==> src/bmr_pkg.sv <==
// Package for the boot-mode and running-reset block.
// Assumes a single 10 MHz core clock and an active-low power-up reset.
package bmr_pkg;

  // ----------------------------------------
  // Boot-select codes
  // ----------------------------------------
  localparam logic [2:0] BMR_SEL_SPI_SLAVE = 3'h0;
  localparam logic [2:0] BMR_SEL_SPI_MASTER = 3'h1;
  localparam logic [2:0] BMR_SEL_PAR_FLASH = 3'h2;
  localparam logic [2:0] BMR_SEL_ROM_EXEC = 3'h3;
  localparam int BMR_SEL_W = 3;

  typedef enum logic [4:0] {
    BMR_MODE_SPI_SLAVE = 5'h01,
    BMR_MODE_SPI_MASTER = 5'h02,
    BMR_MODE_PAR_FLASH = 5'h04,
    BMR_MODE_ROM_EXEC = 5'h08,
    BMR_MODE_RESERVED = 5'h10
  } bmr_mode_t;

  // ----------------------------------------
  // Sequencer states
  // ----------------------------------------
  typedef enum logic [3:0] {
    BMR_ST_CAPTURE = 4'h1,
    BMR_ST_LOAD = 4'h2,
    BMR_ST_RUN = 4'h4,
    BMR_ST_RUN_RESET = 4'h8
  } bmr_state_t;

  // ----------------------------------------
  // Timing
  // ----------------------------------------
  localparam int BMR_CLK_HZ = 10_000_000;
  localparam int BMR_RUNRST_NS = 1000;
  localparam int BMR_RUNRST_CYC = (BMR_RUNRST_NS * (BMR_CLK_HZ / 1_000_000) + 999) / 1000;
  localparam int BMR_SYNC_STAGES = 3;
  localparam logic [2:0] BMR_SYNC_RESET = 3'h7;

endpackage : bmr_pkg

==> src/bmr_sync.sv <==
// Three-flop input synchroniser with agreement filter.
// Assumes the input is asynchronous to clk; out changes when stages two and three agree.
`timescale 1ns/100ps
`default_nettype none
module bmr_sync
  import bmr_pkg::*;
(
  input wire logic clk,
  input wire logic rst_n,
  input wire logic din,
  output logic dout
);

  logic [2:0] stage_ff;
  logic [2:0] nxt_stage;
  logic out_ff;
  logic nxt_out;

  always_comb begin
    nxt_stage = {stage_ff[1:0], din};
    nxt_out = out_ff;
    if (stage_ff[1] == stage_ff[2]) begin
      nxt_out = stage_ff[2];
    end
  end

  always_ff @(posedge clk or negedge rst_n) begin
    if (!rst_n) begin
      stage_ff <= BMR_SYNC_RESET;
      out_ff <= 1'b1;
    end else begin
      stage_ff <= nxt_stage;
      out_ff <= nxt_out;
    end
  end

  assign dout = out_ff;

endmodule : bmr_sync
`default_nettype wire

==> src/bmr_boot_ctrl.sv <==
// Boot-mode selection and running-reset control.
// Assumes loaders report completion on load_done and reset pins are active low.
`timescale 1ns/100ps
`default_nettype none
module bmr_boot_ctrl
  import bmr_pkg::*;
#(
  parameter int RUNRST_CYCLES = BMR_RUNRST_CYC
)
(
  input wire logic ref_clk,
  input wire logic rst_n,
  input wire logic [2:0] boot_select_pins,
  input wire logic load_done,
  input wire logic reset_out_running_reset_in_i,
  output logic reset_out_running_reset_in_o,
  output logic reset_out_running_reset_in_oe,
  output logic load_spi_slave,
  output logic load_spi_master,
  output logic load_par_flash,
  output logic rom_exec,
  output logic mode_reserved,
  output logic core_rst_n,
  output logic periph_rst_n,
  output logic pll_sdram_rst_n
);

  // ----------------------------------------
  // Checks
  // ----------------------------------------
  if (RUNRST_CYCLES < 1 || RUNRST_CYCLES > 4096) begin : g_bad_len
    $error("RUNRST_CYCLES out of range");
  end

  if (BMR_SYNC_STAGES != 3) begin : g_bad_sync
    $error("strap settle count assumes three synchroniser stages");
  end

  // ----------------------------------------
  // Request pin synchroniser
  // ----------------------------------------
  logic req_lvl;
  // The pin is read back while driven, so the request is only honoured while released.
  bmr_sync u_sync (
    .clk(ref_clk),
    .rst_n(rst_n),
    .din(reset_out_running_reset_in_i),
    .dout(req_lvl)
  );

  // ----------------------------------------
  // Strap pin synchronisers
  // ----------------------------------------
  wire logic [BMR_SEL_W-1:0] sel_sync;
  // Straps come from pins, so each bit is filtered like any other asynchronous input.
  for (genvar b = 0; b < BMR_SEL_W; b++) begin : g_sel_sync
    bmr_sync u_sel_sync (
      .clk(ref_clk),
      .rst_n(rst_n),
      .din(boot_select_pins[b]),
      .dout(sel_sync[b])
    );
  end

  // ----------------------------------------
  // Strap settle counter
  // ----------------------------------------
  logic [2:0] settle_ff;
  logic [2:0] nxt_settle;
  logic settle_done;

  // The capture waits until the synchronisers have replaced their reset value with the straps.
  assign settle_done = (settle_ff == 3'(BMR_SYNC_STAGES + 1));

  always_comb begin
    nxt_settle = settle_ff;
    if (!settle_done) begin
      nxt_settle = settle_ff + 3'h1;
    end
  end

  always_ff @(posedge ref_clk or negedge rst_n) begin
    if (!rst_n) begin
      settle_ff <= 3'h0;
    end else begin
      settle_ff <= nxt_settle;
    end
  end

  // ----------------------------------------
  // Sequencer
  // ----------------------------------------
  bmr_state_t state_ff;
  bmr_state_t nxt_state;
  bmr_mode_t mode_ff;
  bmr_mode_t nxt_mode;
  logic [11:0] cnt_ff;
  logic [11:0] nxt_cnt;
  logic req_prev_ff;
  logic nxt_req_prev;
  logic req_fall;

  assign req_fall = req_prev_ff && !req_lvl;

  always_comb begin
    nxt_state = state_ff;
    nxt_mode = mode_ff;
    nxt_cnt = cnt_ff;
    nxt_req_prev = req_lvl;
    unique case (state_ff)
      BMR_ST_CAPTURE: begin
        // Straps are static during reset, so one capture once they have settled suffices.
        if (settle_done) begin
          unique case (sel_sync)
            BMR_SEL_SPI_SLAVE: begin
              nxt_mode = BMR_MODE_SPI_SLAVE;
            end
            BMR_SEL_SPI_MASTER: begin
              nxt_mode = BMR_MODE_SPI_MASTER;
            end
            BMR_SEL_PAR_FLASH: begin
              nxt_mode = BMR_MODE_PAR_FLASH;
            end
            BMR_SEL_ROM_EXEC: begin
              nxt_mode = BMR_MODE_ROM_EXEC;
            end
            default: begin
              nxt_mode = BMR_MODE_RESERVED;
            end
          endcase
          if (sel_sync == BMR_SEL_ROM_EXEC) begin
            nxt_state = BMR_ST_RUN;
          end else begin
            nxt_state = BMR_ST_LOAD;
          end
        end
      end
      BMR_ST_LOAD: begin
        if (load_done && mode_ff != BMR_MODE_RESERVED) begin
          nxt_state = BMR_ST_RUN;
        end
      end
      BMR_ST_RUN: begin
        if (req_fall) begin
          nxt_state = BMR_ST_RUN_RESET;
          nxt_cnt = 12'(RUNRST_CYCLES - 1);
        end
      end
      BMR_ST_RUN_RESET: begin
        if (cnt_ff == 12'h000) begin
          nxt_state = BMR_ST_RUN;
        end else begin
          nxt_cnt = cnt_ff - 12'h001;
        end
      end
    endcase
  end

  always_ff @(posedge ref_clk or negedge rst_n) begin
    if (!rst_n) begin
      state_ff <= BMR_ST_CAPTURE;
      mode_ff <= BMR_MODE_RESERVED;
      cnt_ff <= 12'h000;
      req_prev_ff <= 1'b1;
    end else begin
      state_ff <= nxt_state;
      mode_ff <= nxt_mode;
      cnt_ff <= nxt_cnt;
      req_prev_ff <= nxt_req_prev;
    end
  end

  // ----------------------------------------
  // Outputs
  // ----------------------------------------
  logic out_rst_n_ff;
  logic nxt_out_rst_n;
  logic pll_rst_n_ff;
  logic nxt_pll_rst_n;
  logic [4:0] ld_ff;
  logic [4:0] nxt_ld;

  always_comb begin
    nxt_out_rst_n = (nxt_state == BMR_ST_RUN);
    nxt_pll_rst_n = 1'b1;
    nxt_ld = 5'h00;
    if (nxt_state == BMR_ST_LOAD) begin
      nxt_ld[0] = (nxt_mode == BMR_MODE_SPI_SLAVE);
      nxt_ld[1] = (nxt_mode == BMR_MODE_SPI_MASTER);
      nxt_ld[2] = (nxt_mode == BMR_MODE_PAR_FLASH);
    end
    nxt_ld[3] = (nxt_mode == BMR_MODE_ROM_EXEC);
    nxt_ld[4] = (nxt_mode == BMR_MODE_RESERVED) && (nxt_state != BMR_ST_CAPTURE);
  end

  always_ff @(posedge ref_clk or negedge rst_n) begin
    if (!rst_n) begin
      out_rst_n_ff <= 1'b0;
      pll_rst_n_ff <= 1'b0;
      ld_ff <= 5'h00;
    end else begin
      out_rst_n_ff <= nxt_out_rst_n;
      pll_rst_n_ff <= nxt_pll_rst_n;
      ld_ff <= nxt_ld;
    end
  end

  assign core_rst_n = out_rst_n_ff;
  assign periph_rst_n = out_rst_n_ff;
  assign pll_sdram_rst_n = pll_rst_n_ff;
  assign load_spi_slave = ld_ff[0];
  assign load_spi_master = ld_ff[1];
  assign load_par_flash = ld_ff[2];
  assign rom_exec = ld_ff[3];
  assign mode_reserved = ld_ff[4];
  // Pin is driven low only while the core is held; otherwise released for requests.
  assign reset_out_running_reset_in_o = 1'b0;
  assign reset_out_running_reset_in_oe = !out_rst_n_ff;

endmodule : bmr_boot_ctrl
`default_nettype wire

==> config.mk <==
export PLATFORM = sky130hd
export DESIGN_NAME = bmr_boot_ctrl
export DESIGN_NICKNAME = d
export VERILOG_FILES = /design/src/bmr_pkg.sv /design/src/bmr_sync.sv /design/src/bmr_boot_ctrl.sv
export SDC_FILE = /design/constraint.sdc
export NUM_CORES = 1
export LEC_CHECK = 0
export BUFFER_PORTS_ARGS = -buffer_cell sky130_fd_sc_hd__buf_4
export CORE_MARGIN = 10
export CORE_UTILIZATION = 63
export CTS_CLUSTER_DIAMETER = 100
export CTS_CLUSTER_SIZE = 12
export DETAILED_ROUTE_END_ITERATION = 10
export GPL_ROUTABILITY_DRIVEN = 0
export HOLD_SLACK_MARGIN = 0.05
export PLACE_DENSITY = 0.9
export SETUP_SLACK_MARGIN = 0.4
export SYNTH_ARGS = -nofsm -noshare
export SYNTH_HDL_FRONTEND = slang
export SYNTH_SLANG_ARGS = --single-unit
==> constraint.sdc <==
create_clock -name ref_clk -period 3.1 [get_ports ref_clk]
set_input_delay 0.31 -clock ref_clk [delete_from_list [all_inputs] [get_ports ref_clk]]
set_output_delay 0.31 -clock ref_clk [all_outputs]
set_load 0.02 [all_outputs]
Word level (Yosys, flattened, before mapping)
Cells that the tools add are included.
Storage, ports and cells
  register bits: 48
  input bits: 7
  logic and storage cells: 63
Cells by class
  add/sub/neg operators: 2
  equal/unequal tests: 23
  mux-type cells: 13
  reductions and logical operators: 9
Operator list (number)
  two-way mux 12 bit: 2
  case mux 12 bit (2 select lines): 1
  case mux 5 bit (4 select lines): 1
  two-way mux 4 bit: 4
  case mux 4 bit (4 select lines): 1
  zero test 12 bit: 1
  subtractor 12 x 1 -> 12 bit (second input constant): 1
  two-way mux 5 bit: 2
  == test 4 x 2 -> 1 bit (second input constant): 2
  == test 4 x 3 -> 1 bit (second input constant): 2
  == test 3 x 2 -> 1 bit (second input constant): 2
  two-way mux 3 bit: 2
  == test 5 x 1 -> 1 bit (second input constant): 1
  == test 5 x 2 -> 1 bit (second input constant): 1
  == test 5 x 3 -> 1 bit (second input constant): 1
  == test 5 x 4 -> 1 bit (second input constant): 1
  == test 5 bit (second input constant): 1
  != test 5 bit (second input constant): 1
  == test 1 bit: 4
  == test 4 x 1 -> 1 bit (second input constant): 1
  == test 4 bit (second input constant): 1
  != test 2 bit (second input constant): 2
  != test 4 x 1 -> 1 bit (second input constant): 1
  adder 3 x 1 -> 3 bit (second input constant): 1
  7 further kinds: 10

Longest topological paths before layout
  depth after elaboration: 6
  depth in mapped cells: 8
  depth with buffers taken out: 7

Modules after synthesis
From an unflattened synthesis, not the netlist that was laid out.
Unflattened totals
  cells, all modules: 184
  area, all modules: 2168.3 sq um
By module, submodules not included
  bmr_boot_ctrl: times used 1, cells an instance 164, area an instance 1702.9 sq um
  bmr_sync: times used 4, cells an instance 5, area an instance 116.4 sq um

Worst setup path before layout
No wires, ideal clock.
  kind: register to register
  start point: register state_ff[0]
  end point: register cnt_ff[9]
  setup time: 78 ps
  arrival time: 1990 ps
  required time: 3022 ps
  path slack: 1032 ps
  stages on the path, launching flop included: 7
  buffers on the path: 2
  cells stage by stage: dfstp_2 -> buf_6 -> or4b_1 -> buf_2 -> or4_4 -> or3_1 -> a21oi_1
Between the ends
  word-level cells in the longest chain between the ends: 3
  elaborated cells on any way between the ends: 7
  those cells by class: eq/ne: 4; mux: 1; reduce/logical: 2
Ends and longest elaborated chain
  start, declared: line bmr_boot_ctrl.sv:93  | bmr_state_t state_ff;
  start signal, assigned: line bmr_boot_ctrl.sv:166  | state_ff <= nxt_state;
  == test 4 bit or == test 4 x 3 -> 1 bit (tied branches): line bmr_boot_ctrl.sv:110  | unique case (state_ff)
  != test 2 bit (no source line) or nonzero test 2 bit (tied branches)
  AND reduction 3 bit (no source line)
  end signal, assigned: line bmr_boot_ctrl.sv:168  | cnt_ff <= nxt_cnt;
  end, declared: line bmr_boot_ctrl.sv:97  | logic [11:0] cnt_ff;
Parallel ways exist; a longest one is shown, timed or not.
A chain may end at the register's enable or synchronous reset.

Final worst setup path
  start point: register state_ff[3]
  end point: register cnt_ff[9]
The elaborated chain is that of the path after synthesis.

==> impl_metrics.ini <==
[outcome]
outcome = completed

[final_layout]
mostFrequentLayoutCells = dfrtp_1 (29), dfstp_2 (19), buf_4 (15)
drive_gt1_share_pct = 22.2
fin_cells = 267
postLayoutCellArea_sq_um = 2490
final_common_cell = dfrtp_1
area_growth_pct = 10.6
postLayoutCoreUtil_pct = 73.3
fin_nets = 230
diodes = 0

[setup_path]
startpoint = state_ff[3]$_DFF_PN0_
cp-end-kind = flop
critical_path_arrival_ns = 2.54
critPathKind = flop to flop
cp-start-kind = flop
r2r_start = state_ff[3]$_DFF_PN0_
path_max_fanout = 13
required_ns = 3.39

[drt]
drt-pass1-iter-count = 4
route.vias.total = 1668
wl_per_cell_um = 16.1
drt-initial-drc-count = 259
ant_nets = 0
routed_wl_um = 4290
drc = 0
drt-vias-per-instance = 6.25

[run]
maxCapViolCount = 0

[placed_design]
place_area_sq_um = 2360
io_buffer_count = 15
dp_cells = 254
dpl.hpwl_um = 3030
place_ws_ns = 0.892

[global_route]
grt_pass1_wl_um = 7550
grt_pass1_vias = 1611
antenna_found_initial = 0
grt.total_usage_pct = 14.5
grt_max_degree = 49
grt-ovfl-total = 0

[sta]
postLayoutSetupSlackWorst_ns = 0.847
finalSetupTns_ns = 0
maxSlewViolCount = 0
relSlewSlack_pct = 56.5
setup-violations-final = 0
rsz0062_at_grt = no
worst_hold_slack_ns = 0.361
fmax_mhz = 444
hold_viol = 0
finalCritPeriodShare_pct = 72.7
fin_skew_ns = 0.0145
tightest_slew_ns = 0.651
period_minus_slack_ns = 2.25

[floorplanning]
die_y_um = 79.7
fp-row-count = 21
core-area_sq_um = 3390
dieArea_sq_um = 6360
initial_core_util_pct = 66.3
dieWidth_um = 79.7
io_pins = 17

[synth]
yosysTopAreaCell = dfrtp_1
synthArstFlopShare_pct = 100
synth_adder_area_share_pct = 3.45
syn-cell-area_sq_um = 2250
syn_nets = 214
synth_edf_count = 0
yosysUniqueCellTypes = 54
synth_compound_area_share_pct = 15.0
syn_avg_cell_area_sq_um = 11.0
synth-simple-area-share_pct = 18.9
syn_inst = 204
synth_top_family_by_area = simple AND/OR/NAND/NOR gates
yosysWarnings = 0
synth_ff_type = dfrtp_1
synth.mux.area_fraction_pct = 2.28
ys_ff_latch = 48
yosysSeqAreaShare_pct = 54.5
synth-xor-area-share_pct = 1.17
yosysTopAreaCellShare_pct = 32.3
synth_area_leaders = dfrtp_1 (32%), dfstp_2 (22%), a21oi_1 (2.4%)

[cts]
tritoncts = done
root_buffer = clkbuf_4
insertion_delay_ns = 0.35
htree_levels = 2
cts_buffer_depth = 2
cts_buffers = 5
clkSinkCount = 48
clk_pin_slew_ns = 0.14

[power_and_ir_drop]
pwr_density_cell_nw_per_um2 = 649
power_leakage_nw = 1.03
power_mw = 1.61
ir_drop_mv = 0.408

[hold_path]
hold_path.class = flop to flop
hp-start = g_sel_sync[2].u_sel_sync.stage_ff[1]$_DFF_PN1_
metal layers:
| metal | GRT usage [%] | wire length [um] | vias up |
|---|---|---|---|
| li1 | - | - | 794 |
| met1 | 17.4 | 1770 | 796 |
| met2 | 23.5 | 2100 | 68 |
| met3 | 4.73 | 346 | 10 |
| met4 | 5.20 | 77 | 0 |
| met5 | 0 | 0 | - |
critical path, stage by stage, from the launching register on:
cell	delay, ns
dfrtp_1	0.60
or4b_1	0.59
or4_4	0.55
or3_1	0.31
a21oi_1	0.14
area by class of cell:
type / count / area (sq um)
flip-flops and latches: 48 / 1220
clock inverters: 2 / 35.0
multi-input cells: 134 / 923
repair buffers: 20 / 163
inverters: 11 / 41.3
fillers: 225 / 903
well taps: 46 / 57.6
clock buffers: 6 / 41.3
sequential cells by signal (all words and copies together), names as in the netlist, 3 cells and up:
register,flops
mode_ff,5
g_sel_sync.u_sel_sync.stage_ff,9
ld_ff,5
u_sync.stage_ff,3
state_ff,4
g_sel_sync.u_sel_sync.dout,3
cnt_ff,12
settle_ff,3
worst paths after layout:
path	end	slack (ns)	depth (start not counted)
setup / recovery	cnt_ff[9]$_DFFE_PN0P_	0.85	4
hold / removal	g_sel_sync[2].u_sel_sync.stage_ff[2]$_DFF_PN1_	0.36	0
setup reg to reg	cnt_ff[9]$_DFFE_PN0P_	0.85	4
hold reg to reg	g_sel_sync[2].u_sel_sync.stage_ff[2]$_DFF_PN1_	0.36	0
max in group asynchronous	u_sync.stage_ff[1]$_DFF_PN1_	2.23	2
min in group asynchronous	cnt_ff[9]$_DFFE_PN0P_	0.47	2
power breakdown:
part	switching, mW	internal [mW]
logic	0.231	0.169
registers	0.134	0.722
clock network	0.188	0.169
timing repair:
item | CTS | global route
setup buffers | 0 | 0
gates resized for setup | 0 | 0
hold buffers | 5 | 0
hold endpoints to repair | 33 | 0
cell usage after synthesis, drive strengths merged (3+ instances only):
cell / number
inv: 11
nor4b: 4
a22o: 3
nor2: 9
nand3: 5
a32oi: 4
clkbuf: 7
or3: 5
nor3: 8
a211oi: 4
or4: 5
o21ai: 7
a21boi: 4
buf: 4
ha: 3
a21oi: 11
nor4: 8
nand2: 11
or4b: 3
dfrtp: 29
dfstp: 19
mux2i: 4
maj3: 4
cells by family after synthesis:
group,Yosys count
AND/OR/NAND/NOR,69
AO/OA/AOI/OAI,48
flip-flops,48
buffers and inverters,22
adder cells (fa/ha/maj),7
multiplexers,5
XOR/XNOR,3
other,2
(Power assumes the default switching activity.)
